`config.mk`:
```
export PLATFORM = sky130hd
export DESIGN_NAME = power_mode_sequencer
export DESIGN_NICKNAME = d
export VERILOG_FILES = /design/src/core/pms_pkg.sv /design/src/core/pms_sync.sv /design/src/core/pms_buck_guard.sv /design/src/core/power_mode_sequencer.sv
export VERILOG_INCLUDE_DIRS = /design/src /design/src/core
export SDC_FILE = /design/constraint.sdc
export NUM_CORES = 1
export LEC_CHECK = 0
export BUFFER_PORTS_ARGS = -buffer_cell sky130_fd_sc_hd__buf_2
export CAP_MARGIN = 20
export CORE_UTILIZATION = 56
export DETAILED_ROUTE_END_ITERATION = 16
export HOLD_SLACK_MARGIN = 0.02
export PLACE_DENSITY = 0.85
export SLEW_MARGIN = 40
export SYNTH_ARGS = -nofsm -noshare
export SYNTH_HDL_FRONTEND = slang
export SYNTH_SLANG_ARGS = --single-unit
```
`constraint.sdc`:
```
create_clock -name MCLK -period 8.03 [get_ports MCLK]
set_clock_uncertainty 0.2 [all_clocks]
set_input_delay 1.606 -clock MCLK [delete_from_list [all_inputs] [get_ports MCLK]]
set_output_delay 1.606 -clock MCLK [all_outputs]
set_load 0.05 [all_outputs]
```
`src/core/pms_map.svh`:
```
`ifndef PMS_MAP_SVH
`define PMS_MAP_SVH

// Register byte offsets
`define PMS_OFF_CTRL 12'h000
`define PMS_OFF_BUCK 12'h004
`define PMS_OFF_WAKE_EN 12'h008
`define PMS_OFF_RST_EN 12'h00C
`define PMS_OFF_RETAIN 12'h010
`define PMS_OFF_CLKGATE 12'h014
`define PMS_OFF_STATUS 12'h018
`define PMS_OFF_FLAGS 12'h01C

// Control register field positions
`define PMS_CTRL_DEEP_SEL 0
`define PMS_CTRL_BUCK_SYNC 1
`define PMS_CTRL_SLOW 2
`define PMS_CTRL_FAST_WAKE 3
`define PMS_CTRL_FAST_RTC 4
`define PMS_CTRL_DRV_SRC 5
`define PMS_CTRL_LDO_SRC 8

// Wake enable register: pin enables low, source enables from here
`define PMS_WAKE_SRC_POS 16

// Wake source vector positions that double as reset sources
`define PMS_WSRC_RTC_OSC 2
`define PMS_WSRC_COMPARATOR_ZERO 3
`define PMS_WSRC_CP_FAIL 7

// Sticky flag positions
`define PMS_FLAG_LOW_BAT 0
`define PMS_FLAG_DEEP_WOKE 1

// Reset values
`define PMS_RST_CTRL 11'h000
`define PMS_RST_BUCK 5'h0B
`define PMS_RST_WAKE_EN 14'h0000
`define PMS_RST_SRC_EN 8'h00
`define PMS_RST_RST_EN 7'h03
`define PMS_RST_RETAIN 8'hFF
`define PMS_RST_CLKGATE 16'hFFFF

// Buck converter target ladder, millivolts (1250, 1800, 50, 100, 450)
`define PMS_BUCK_BASE_MV 13'h04E2
`define PMS_BUCK_KNEE_MV 13'h0708
`define PMS_BUCK_FINE_MV 13'h0032
`define PMS_BUCK_COARSE_MV 13'h0064
`define PMS_BUCK_KNEE_CODE 5'h0B
`define PMS_HEADROOM_MV 13'h01C2

`endif

```
`src/core/pms_pkg.sv`:
```
package pms_pkg;

	// Power manager states, one-hot
	typedef enum logic [4:0] {
		ST_POWERUP = 5'h01,
		ST_RUN = 5'h02,
		ST_LIGHT = 5'h04,
		ST_STOP = 5'h08,
		ST_DEEP = 5'h10
	} pm_state_t;

	typedef logic [4:0] buck_code_t;

endpackage

```
`src/core/pms_sync.sv`:
```
`timescale 1ns/100ps

module pms_sync #(
	parameter int WIDTH = 1
) (
	// Clock and reset
	input wire logic clk,
	input wire logic rst_n,
	// Asynchronous levels in, synchronous copies out
	input wire logic [WIDTH-1:0] d,
	output logic [WIDTH-1:0] q
);

	logic [WIDTH-1:0] meta_q;

	// Two stages; only the second stage reads the first
	always_ff @(posedge clk or negedge rst_n) begin
		if (!rst_n) begin
			meta_q <= '0;
			q <= '0;
		end else begin
			meta_q <= d;
			q <= meta_q;
		end
	end

endmodule

```
`src/core/pms_buck_guard.sv`:
```
`timescale 1ns/100ps
`include "pms_map.svh"

module pms_buck_guard
	import pms_pkg::*;
(
	// Clock and reset
	input wire logic clk,
	input wire logic rst_n,
	// Programmed target and measured battery
	input wire buck_code_t code,
	input wire logic [11:0] bat_mv,
	// Bypass request, registered
	output logic bypass_q
);

	// Target in mV: fine steps up to the knee, coarse steps above
	function automatic logic [12:0] target_mv(input buck_code_t c);
		logic [12:0] cc;
		cc = {8'h00, c};
		if (c <= `PMS_BUCK_KNEE_CODE) begin
			target_mv = 13'(`PMS_BUCK_BASE_MV + cc * `PMS_BUCK_FINE_MV);
		end else begin
			target_mv = 13'(`PMS_BUCK_KNEE_MV +
				(cc - {8'h00, `PMS_BUCK_KNEE_CODE}) * `PMS_BUCK_COARSE_MV);
		end
	endfunction

	logic short_headroom;

	// Bypass whenever the battery sits less than the headroom above target
	assign short_headroom = (target_mv(code) + `PMS_HEADROOM_MV) > {1'b0, bat_mv};

	always_ff @(posedge clk or negedge rst_n) begin
		if (!rst_n) begin
			bypass_q <= 1'b1;
		end else begin
			bypass_q <= short_headroom;
		end
	end
endmodule

```
`src/core/power_mode_sequencer.sv`:
```
// Design decisions made here: the placing of the registers and register access over APB.
`timescale 1ns/100ps
`include "pms_map.svh"

module power_mode_sequencer
	import pms_pkg::*;
#(
	parameter int PIN_WAKES = 14,
	parameter int WAKE_SRCS = 8,
	parameter int RAM_BLOCKS = 8,
	parameter int PERIPHS = 16
) (
	// Clock and reset
	input wire logic MCLK,
	input wire logic RESET_N,
	// APB slave
	input wire logic PSEL,
	input wire logic PENABLE,
	input wire logic PWRITE,
	input wire logic [11:0] PADDR,
	input wire logic [31:0] PWDATA,
	output logic [31:0] PRDATA,
	output logic PREADY,
	output logic PSLVERR,
	// Analog status, asynchronous
	input wire logic [11:0] BAT_MV,
	input wire logic BAT_WARN,
	input wire logic BAT_RESET,
	input wire logic CORE_V_OK,
	// Wake and reset sources, asynchronous
	input wire logic [PIN_WAKES-1:0] PIN_WAKE,
	input wire logic [WAKE_SRCS-1:0] WAKE_SRC,
	input wire logic RST_PIN_N,
	input wire logic CMP1_RST,
	// Core sleep handshake, same clock
	input wire logic SLEEP_REQ,
	input wire logic CORE_DEEP,
	input wire logic IRQ_PEND,
	input wire logic IN_HANDLER,
	input wire logic IRQ_PRIO_OK,
	// Core and clock control
	output logic CORE_RUN,
	output logic CORE_CLK_EN,
	output logic [PERIPHS-1:0] PERIPH_CLK_EN,
	output logic SLOW_CLK_SEL,
	output logic KEEP_LFO_OSC,
	output logic KEEP_RTC_OSC,
	// Supply control
	output logic [4:0] BUCK_TARGET,
	output logic BUCK_BYPASS,
	output logic BUCK_SYNC,
	output logic LDO_EN,
	output logic [2:0] LDO_SRC,
	output logic DRV_SRC,
	output logic CORE_PWR_EN,
	output logic [RAM_BLOCKS-1:0] RAM_PWR,
	// Reset and indicators
	output logic DEV_RESET,
	output logic BAT_LOW_WARN,
	output logic ASLEEP
);

	localparam int SYNC_W = 12 + 3 + PIN_WAKES + WAKE_SRCS + 2;

	logic rst_meta_q;
	logic rst_n;
	logic [SYNC_W-1:0] async_in;
	logic [SYNC_W-1:0] sync_out;
	logic [11:0] bat_mv_s;
	logic warn_s;
	logic bat_reset_s;
	logic v_ok_s;
	logic [PIN_WAKES-1:0] pin_s;
	logic [WAKE_SRCS-1:0] wsrc_s;
	logic pin_rst_s;
	logic cmp1_s;
	pm_state_t state_q;
	pm_state_t state_d;
	logic [10:0] ctrl_q;
	buck_code_t buck_q;
	logic [PIN_WAKES-1:0] pin_en_q;
	logic [WAKE_SRCS-1:0] src_en_q;
	logic [6:0] rst_en_q;
	logic [RAM_BLOCKS-1:0] retain_q;
	logic [PERIPHS-1:0] clkgate_q;
	logic [1:0] flags_q;
	logic [31:0] rdata_d;
	logic hit_d;
	logic wr_en;
	logic wake_evt;
	logic irq_ok;
	logic [6:0] rst_src;
	logic [6:0] rst_hit;
	logic bypass_q;
	logic pready_q;
	logic pslverr_q;
	logic [31:0] prdata_q;
	logic core_run_q;
	logic core_clk_q;
	logic [PERIPHS-1:0] periph_clk_q;
	logic slow_q;
	logic keep_lfo_q;
	logic keep_rtc_q;
	logic ldo_en_q;
	logic core_pwr_q;
	logic [RAM_BLOCKS-1:0] ram_pwr_q;
	logic dev_reset_q;
	logic warn_q;
	logic asleep_q;

	// Reset release through two stages, assertion stays asynchronous
	always_ff @(posedge MCLK or negedge RESET_N) begin
		if (!RESET_N) begin
			rst_meta_q <= 1'b0;
			rst_n <= 1'b0;
		end else begin
			rst_meta_q <= 1'b1;
			rst_n <= rst_meta_q;
		end
	end

	// All pin-side levels share one synchroniser; the battery code is slow
	assign async_in = {BAT_MV, BAT_WARN, BAT_RESET, CORE_V_OK, PIN_WAKE, WAKE_SRC,
		~RST_PIN_N, CMP1_RST};

	pms_sync #(.WIDTH(SYNC_W)) u_sync (
		.clk(MCLK),
		.rst_n(rst_n),
		.d(async_in),
		.q(sync_out)
	);

	assign {bat_mv_s, warn_s, bat_reset_s, v_ok_s, pin_s, wsrc_s, pin_rst_s, cmp1_s} =
		sync_out;

	// Buck target ladder and headroom watch
	pms_buck_guard u_buck (
		.clk(MCLK),
		.rst_n(rst_n),
		.code(buck_q),
		.bat_mv(bat_mv_s),
		.bypass_q(bypass_q)
	);

	// Wake and reset qualification
	assign wake_evt = (|(pin_s & pin_en_q)) | (|(wsrc_s & src_en_q));
	assign irq_ok = IRQ_PEND & (!IN_HANDLER | IRQ_PRIO_OK);
	assign rst_src = {wake_evt, wsrc_s[`PMS_WSRC_RTC_OSC], wsrc_s[`PMS_WSRC_CP_FAIL],
		cmp1_s, wsrc_s[`PMS_WSRC_COMPARATOR_ZERO], bat_reset_s, pin_rst_s};
	assign rst_hit = rst_src & rst_en_q;

	// Mode sequencing; a low battery overrides every state
	always_comb begin
		state_d = state_q;
		case (state_q)
			ST_POWERUP: begin
				if (v_ok_s) begin
					state_d = ST_RUN;
				end
			end
			ST_RUN: begin
				if (SLEEP_REQ) begin
					if (!CORE_DEEP) begin
						state_d = ST_LIGHT;
					end else if (ctrl_q[`PMS_CTRL_DEEP_SEL]) begin
						state_d = ST_DEEP;
					end else begin
						state_d = ST_STOP;
					end
				end
			end
			ST_LIGHT: begin
				if (irq_ok) begin
					state_d = ST_RUN;
				end
			end
			ST_STOP: begin
				if (irq_ok || wake_evt || (|rst_hit)) begin
					state_d = ST_RUN;
				end
			end
			ST_DEEP: begin
				if (|rst_hit) begin
					state_d = ST_POWERUP;
				end
			end
			default: begin
				state_d = ST_POWERUP;
			end
		endcase
		if (bat_reset_s) begin
			state_d = ST_POWERUP;
		end
	end

	always_ff @(posedge MCLK or negedge rst_n) begin
		if (!rst_n) begin
			state_q <= ST_POWERUP;
		end else begin
			state_q <= state_d;
		end
	end

	// Power and clock outputs from the current state
	always_ff @(posedge MCLK or negedge rst_n) begin
		if (!rst_n) begin
			core_run_q <= 1'b0;
			core_clk_q <= 1'b0;
			periph_clk_q <= '0;
			slow_q <= 1'b0;
			keep_lfo_q <= 1'b0;
			keep_rtc_q <= 1'b0;
			ldo_en_q <= 1'b1;
			core_pwr_q <= 1'b1;
			ram_pwr_q <= '1;
			asleep_q <= 1'b0;
		end else begin
			core_run_q <= (state_q == ST_RUN);
			core_clk_q <= (state_q == ST_RUN);
			if (state_q == ST_RUN || state_q == ST_LIGHT) begin
				periph_clk_q <= clkgate_q;
			end else begin
				periph_clk_q <= '0;
			end
			// Slow select changes only the rate, never the mode behaviour
			slow_q <= ctrl_q[`PMS_CTRL_SLOW];
			keep_lfo_q <= (state_q == ST_STOP) && ctrl_q[`PMS_CTRL_FAST_WAKE] &&
				!ctrl_q[`PMS_CTRL_FAST_RTC];
			keep_rtc_q <= (state_q == ST_STOP) && ctrl_q[`PMS_CTRL_FAST_WAKE] &&
				ctrl_q[`PMS_CTRL_FAST_RTC];
			ldo_en_q <= (state_q != ST_DEEP);
			core_pwr_q <= (state_q != ST_DEEP);
			ram_pwr_q <= (state_q == ST_DEEP) ? retain_q : '1;
			asleep_q <= (state_q == ST_DEEP);
		end
	end

	// Supply monitor outputs
	always_ff @(posedge MCLK or negedge rst_n) begin
		if (!rst_n) begin
			dev_reset_q <= 1'b1;
			warn_q <= 1'b0;
		end else begin
			dev_reset_q <= bat_reset_s || (state_q == ST_POWERUP);
			warn_q <= warn_s;
		end
	end

	// APB decode helper
	function automatic logic at(input logic [11:0] a, input logic [11:0] off);
		at = (a == off);
	endfunction

	// Write is taken in the access cycle, which the slave always completes
	assign wr_en = PSEL && PENABLE && PWRITE && pready_q;

	always_ff @(posedge MCLK or negedge rst_n) begin
		if (!rst_n) begin
			ctrl_q <= `PMS_RST_CTRL;
			buck_q <= `PMS_RST_BUCK;
			pin_en_q <= `PMS_RST_WAKE_EN;
			src_en_q <= `PMS_RST_SRC_EN;
			rst_en_q <= `PMS_RST_RST_EN;
			retain_q <= `PMS_RST_RETAIN;
			clkgate_q <= `PMS_RST_CLKGATE;
		end else if (wr_en) begin
			if (at(PADDR, `PMS_OFF_CTRL)) begin
				ctrl_q <= PWDATA[10:0];
			end
			if (at(PADDR, `PMS_OFF_BUCK)) begin
				buck_q <= PWDATA[4:0];
			end
			if (at(PADDR, `PMS_OFF_WAKE_EN)) begin
				pin_en_q <= PWDATA[PIN_WAKES-1:0];
				src_en_q <= PWDATA[`PMS_WAKE_SRC_POS +: WAKE_SRCS];
			end
			if (at(PADDR, `PMS_OFF_RST_EN)) begin
				rst_en_q <= PWDATA[6:0];
			end
			if (at(PADDR, `PMS_OFF_RETAIN)) begin
				retain_q <= PWDATA[RAM_BLOCKS-1:0];
			end
			if (at(PADDR, `PMS_OFF_CLKGATE)) begin
				clkgate_q <= PWDATA[PERIPHS-1:0];
			end
		end
	end

	// Sticky flags, write one to clear; a new event beats the clear
	always_ff @(posedge MCLK or negedge rst_n) begin
		if (!rst_n) begin
			flags_q <= 2'h0;
		end else begin
			flags_q[`PMS_FLAG_LOW_BAT] <= warn_s || (flags_q[`PMS_FLAG_LOW_BAT] &&
				!(wr_en && at(PADDR, `PMS_OFF_FLAGS) && PWDATA[`PMS_FLAG_LOW_BAT]));
			flags_q[`PMS_FLAG_DEEP_WOKE] <= (state_q == ST_DEEP && state_d == ST_POWERUP) ||
				(flags_q[`PMS_FLAG_DEEP_WOKE] &&
				!(wr_en && at(PADDR, `PMS_OFF_FLAGS) && PWDATA[`PMS_FLAG_DEEP_WOKE]));
		end
	end

	// Read mux; unmapped addresses answer zero with an error
	always_comb begin
		rdata_d = 32'h0000_0000;
		hit_d = 1'b1;
		case (PADDR)
			`PMS_OFF_CTRL: rdata_d[10:0] = ctrl_q;
			`PMS_OFF_BUCK: rdata_d[4:0] = buck_q;
			`PMS_OFF_WAKE_EN: begin
				rdata_d[PIN_WAKES-1:0] = pin_en_q;
				rdata_d[`PMS_WAKE_SRC_POS +: WAKE_SRCS] = src_en_q;
			end
			`PMS_OFF_RST_EN: rdata_d[6:0] = rst_en_q;
			`PMS_OFF_RETAIN: rdata_d[RAM_BLOCKS-1:0] = retain_q;
			`PMS_OFF_CLKGATE: rdata_d[PERIPHS-1:0] = clkgate_q;
			`PMS_OFF_STATUS: rdata_d[8:0] = {v_ok_s, bat_reset_s, warn_s, bypass_q, state_q};
			`PMS_OFF_FLAGS: rdata_d[1:0] = flags_q;
			default: hit_d = 1'b0;
		endcase
	end

	// One wait-free access cycle after every setup cycle
	always_ff @(posedge MCLK or negedge rst_n) begin
		if (!rst_n) begin
			pready_q <= 1'b0;
			pslverr_q <= 1'b0;
			prdata_q <= 32'h0000_0000;
		end else begin
			pready_q <= PSEL && !PENABLE;
			pslverr_q <= PSEL && !PENABLE && !hit_d;
			if (PSEL && !PENABLE && !PWRITE) begin
				prdata_q <= rdata_d;
			end
		end
	end

	// Ports straight from flip-flops
	assign PRDATA = prdata_q;
	assign PREADY = pready_q;
	assign PSLVERR = pslverr_q;
	assign CORE_RUN = core_run_q;
	assign CORE_CLK_EN = core_clk_q;
	assign PERIPH_CLK_EN = periph_clk_q;
	assign SLOW_CLK_SEL = slow_q;
	assign KEEP_LFO_OSC = keep_lfo_q;
	assign KEEP_RTC_OSC = keep_rtc_q;
	assign BUCK_TARGET = buck_q;
	assign BUCK_BYPASS = bypass_q;
	assign BUCK_SYNC = ctrl_q[`PMS_CTRL_BUCK_SYNC];
	assign LDO_EN = ldo_en_q;
	assign LDO_SRC = ctrl_q[`PMS_CTRL_LDO_SRC +: 3];
	assign DRV_SRC = ctrl_q[`PMS_CTRL_DRV_SRC];
	assign CORE_PWR_EN = core_pwr_q;
	assign RAM_PWR = ram_pwr_q;
	assign DEV_RESET = dev_reset_q;
	assign BAT_LOW_WARN = warn_q;
	assign ASLEEP = asleep_q;
endmodule

```
==> out/metrics.json <==
{
  "clk_transition_reported_paths": {"value": 60, "unit": "ps"},
  "report.power.total": {"value": 2.28, "unit": "mW"},
  "crit_family": {"value": "adder cells"},
  "crit_buf_inv": {"value": 3},
  "first_global_vias": {"value": 6739},
  "p_leak": {"value": 5.65, "unit": "nW"},
  "multi_input_area": {"value": 0.00407, "unit": "mm^2"},
  "post_route_fraction_of_the_period_consumed_by_the_critical_path": {"value": 75.0, "unit": "%"},
  "drtPass1Iterations": {"value": 5},
  "timing.critical_path.arrival": {"value": 6220, "unit": "ps"},
  "switch_share": {"value": 21.9, "unit": "%"},
  "io-pin-count": {"value": 172},
  "gr-usage-all-layers": {"value": 25.6, "unit": "%"},
  "synth_top_area_share": {"value": 44.4, "unit": "%"},
  "seq_power_share": {"value": 49.5, "unit": "%"},
  "tritoncts.num_buffers": {"value": 21},
  "p_sw": {"value": 498, "unit": "uW"},
  "floorplan.initialDensity": {"value": 57.1, "unit": "%"},
  "criticalPathCategory": {"value": "register to register"},
  "yosys.cell_types.count": {"value": 76},
  "antenna_violating_nets_post_route": {"value": 0},
  "finish.net_count": {"value": 1108},
  "cap_viol_max_count": {"value": 0},
  "cts_tree": {"value": "done"},
  "drc": {"value": 0},
  "seq_area_frac_synth": {"value": 55.4, "unit": "%"},
  "power_frac_comb": {"value": 4.6, "unit": "%"},
  "grt-ovfl-total": {"value": 0},
  "p_per_area": {"value": 197, "unit": "mW/mm^2"},
  "worst_pin_slew": {"value": 720, "unit": "ps"},
  "setup_viol_count_final": {"value": 0},
  "final_area": {"value": 0.0116, "unit": "mm^2"},
  "cts.sinks": {"value": 215},
  "chipWidth": {"value": 134, "unit": "um"},
  "core_area": {"value": 0.0172, "unit": "mm^2"},
  "cpPeakStageDelay": {"value": 720, "unit": "ps"},
  "average_instance_area_after_synthesis": {"value": 12.2, "unit": "um^2"},
  "holdBufCountCts": {"value": 0},
  "avgViaCountPerCell": {"value": 5.69},
  "clock_tree.buffer_depth": {"value": 3},
  "synth_largest_area_cell": {"value": "dfrtp_1"},
  "synth-edff-count": {"value": 0},
  "path_max_fanout": {"value": 15},
  "routabilityCongestion": {"value": 0.841},
  "final_setup_tns": {"value": 0, "unit": "ps"},
  "synth.ff_latch_count": {"value": 215},
  "post-cts-setup-buffers": {"value": 0},
  "worst_skew_pair.late_latency": {"value": 510, "unit": "ps"},
  "min_period": {"value": 6020, "unit": "ps"},
  "proportion_of_register_bits_with_asynchronous_set_or_reset_after_synthesis": {"value": 100, "unit": "%"},
  "internal-power": {"value": 1.78, "unit": "mW"},
  "ir_worst_vdd": {"value": 0.204, "unit": "mV"},
  "achievable-frequency": {"value": 166, "unit": "MHz"},
  "report.final.hold_viol_count": {"value": 0},
  "area_delta_synth_final": {"value": 18.0, "unit": "%"},
  "hold_path.class": {"value": "register to register"},
  "cp_slowest_cell": {"value": "dfstp_2"},
  "timing.critical_path.mode_cell": {"value": "ha_1"},
  "ys.warnings.count": {"value": 0},
  "postPlaceCellArea": {"value": 0.0108, "unit": "mm^2"},
  "stdcell_count": {"value": 1203},
  "grt_start_max_net_pins": {"value": 84},
  "nFillCells": {"value": 1248},
  "timing.final.max_slew_violations": {"value": 0},
  "unrepaired_setup_endpoints_after_global_routing": {"value": "no"},
  "placed_cells": {"value": 1162},
  "area.sequential": {"value": 0.00544, "unit": "mm^2"},
  "antenna_found_initial": {"value": 3},
  "max-slew-margin-rel": {"value": 52.0, "unit": "%"},
  "cts_root_buf": {"value": "clkbuf_16"},
  "initialDrtViolationCount": {"value": 585},
  "h-tree-depth": {"value": 1},
  "post_cts_resize_count": {"value": 0},
  "clock_power_share": {"value": 46.0, "unit": "%"},
  "grt_pass1_wl": {"value": 35500, "unit": "um"},
  "synth_ff_type": {"value": "dfrtp_1"},
  "design.die.area": {"value": 0.0180, "unit": "mm^2"},
  "cp.required": {"value": 8230, "unit": "ps"},
  "timing.critical_path.cells": {"value": "ha_1 > a21oi_1 > xnor2_1 > inv_1 > ha_1 > ha_1 > inv_1 > fa_1 > inv_1 > ha_1 > and3_1 > o21ai_0 > a21boi_0 > a211o_2 > a31oi_1 > xnor2_1 > ha_1 > a21o_1 > a211oi_1 > nand2_1 > o21ai_0 > nand3_1"},
  "num_vias": {"value": 6846},
  "syn_inst": {"value": 804},
  "detailed_place_hpwl": {"value": 15900, "unit": "um"},
  "io_buffer_count": {"value": 155},
  "layout-drive-gt1-share": {"value": 35.2, "unit": "%"},
  "syn-cell-area": {"value": 0.00981, "unit": "mm^2"},
  "synth.top_cells.by_area": {"value": "dfrtp_1, dfstp_2, mux2_2"},
  "status": {"value": "finished clean"},
  "wl": {"value": 22700, "unit": "um"},
  "crit_path_start_kind": {"value": "register"},
  "die_y": {"value": 134, "unit": "um"},
  "worstSetupEndpointType": {"value": "register"},
  "drt-wirelength-per-cell": {"value": 18.9, "unit": "um"},
  "num_rows": {"value": 48}
}
==> final cells by class <==
cell class	instances	area share, %
clock buffers	27	5.25
multi-input cells	515	35.1
well taps	225	2.43
inverters	41	1.33
repair buffers	167	7.54
flip-flops and latches	215	47.0
clock inverters	11	1.30
diodes	2	0.0432
==> worst reg2reg max path, cell delays in order, from the launching register on <==
cell and delay (ps):
dfstp_2 720, ha_1 390, a21oi_1 140, xnor2_1 200, inv_1 140, ha_1 320, ha_1 280, inv_1 50
fa_1 490, inv_1 40, ha_1 330, and3_1 190, o21ai_0 310, a21boi_0 190, a211o_2 360, a31oi_1 300
xnor2_1 160, ha_1 260, a21o_1 180, a211oi_1 300, nand2_1 80, o21ai_0 180, nand3_1 110
==> power by group through the flow <==
stage	logic, mW	registers (mW)	clock network [mW]
after floorplan	0.0473	1.16	0
after global placement	0.0993	1.14	0
after detailed placement	0.102	1.14	0
after CTS	0.103	1.13	1.06
after global routing	0.114	1.13	1.10
final	0.104	1.13	1.05
==> flip-flops by register name (all words and copies together), names as in the netlist, 2 cells and up <==
signal / cells
u_sync.meta_q: 39
u_sync.q: 39
PRDATA: 24
PERIPH_CLK_EN: 16
clkgate_q: 16
pin_en_q: 14
ctrl_q: 11
RAM_PWR: 8
retain_q: 8
src_en_q: 8
rst_en_q: 7
BUCK_TARGET: 5
state_q: 5
flags_q: 2
==> layout by cell type (no fill, tap or decap), types with 5 or more instances in the layout <==
master       n
a21o_1       6
a21oi_1     23
a221oi_1     5
a222oi_1     5
a22o_1       8
a22oi_1     16
a31oi_1      5
and2_1      18
and3_1       8
buf_2      155
buf_4       10
clkbuf_16   21
clkbuf_8     6
conb_1       9
dfrtp_1    173
dfstp_2     41
fa_1         6
ha_1        48
inv_1       40
mux2_2      72
mux2i_1     10
nand2_1     60
nand2b_1    15
nand3_1     14
nand4_1      5
nor2_1      22
nor2b_1     10
nor3_1      16
o21ai_0     43
xnor2_1     12
xor2_1      14
==> cell families (layout without fill, tap and decap cells) <==
family	count (synthesis)	count (layout)	share of synthesized area, %
fa+ha+maj	55	55	7.45
simple gates	193	193	10.3
other cells	2	11	0.0766
mux	85	85	9.89
buf+inv	81	246	3.87
flops	215	215	55.4
xor+xnor	27	27	2.49
compound gates	146	146	10.5
==> synth_stat cells (all sizes together) (3+ instances only) <==
cell    instances
dfrtp         174
mux2           72
nand2          60
ha             48
o21ai          44
dfstp          41
inv            41
buf            24
a21oi          23
nor2           22
and2           18
nor3           17
a22oi          16
clkbuf         16
nand2b         15
xor2           15
nand3          14
xnor2          12
mux2i          11
nor2b          10
and3            9
a22o            8
a21o            7
a221oi          7
nor4            7
a31oi           6
fa              6
a222oi          5
nand4           5
o22ai           4
a21boi          3
and4            3
o21a            3
or2             3
==> path summary, 6_finish.rpt <==
check	from	endpoint	slack (ps)	depth (start not counted)
max in group asynchronous	rst_n$_DFF_PN0_	u_sync.meta_q[14]$_DFF_PN0_	6360	1
min	u_sync.meta_q[1]$_DFF_PN0_	u_sync.q[1]$_DFF_PN0_	150	0
min reg2reg	u_sync.meta_q[1]$_DFF_PN0_	u_sync.q[1]$_DFF_PN0_	150	0
max reg2reg	BUCK_TARGET[0]$_DFFE_PN1P_	u_buck.bypass_q$_DFF_PN1_	2010	22
min in group asynchronous	rst_n$_DFF_PN0_	u_sync.meta_q[34]$_DFF_PN0_	160	0
max	BUCK_TARGET[0]$_DFFE_PN1P_	u_buck.bypass_q$_DFF_PN1_	2010	22
==> per-layer routing <==
metal,part of all wire (%),up-vias,track usage [%]
met4,3.5,2,9.99
met5,0.035,-,0
met2,51,246,43.6
met1,40,3402,32.8
li1,-,3135,-
met3,5.9,61,4.54
==> per-stage QoR <==
step	hold slack, ps	utilization, %	setup WS (ps)
floorplan	131	-	1470
global placement	131	62.6	2190
detailed placement	135	62.8	2050
CTS	148	67.2	2020
global route	151	67.4	1570
finish	146	67.4	2010
(Power assumes the default switching activity.)
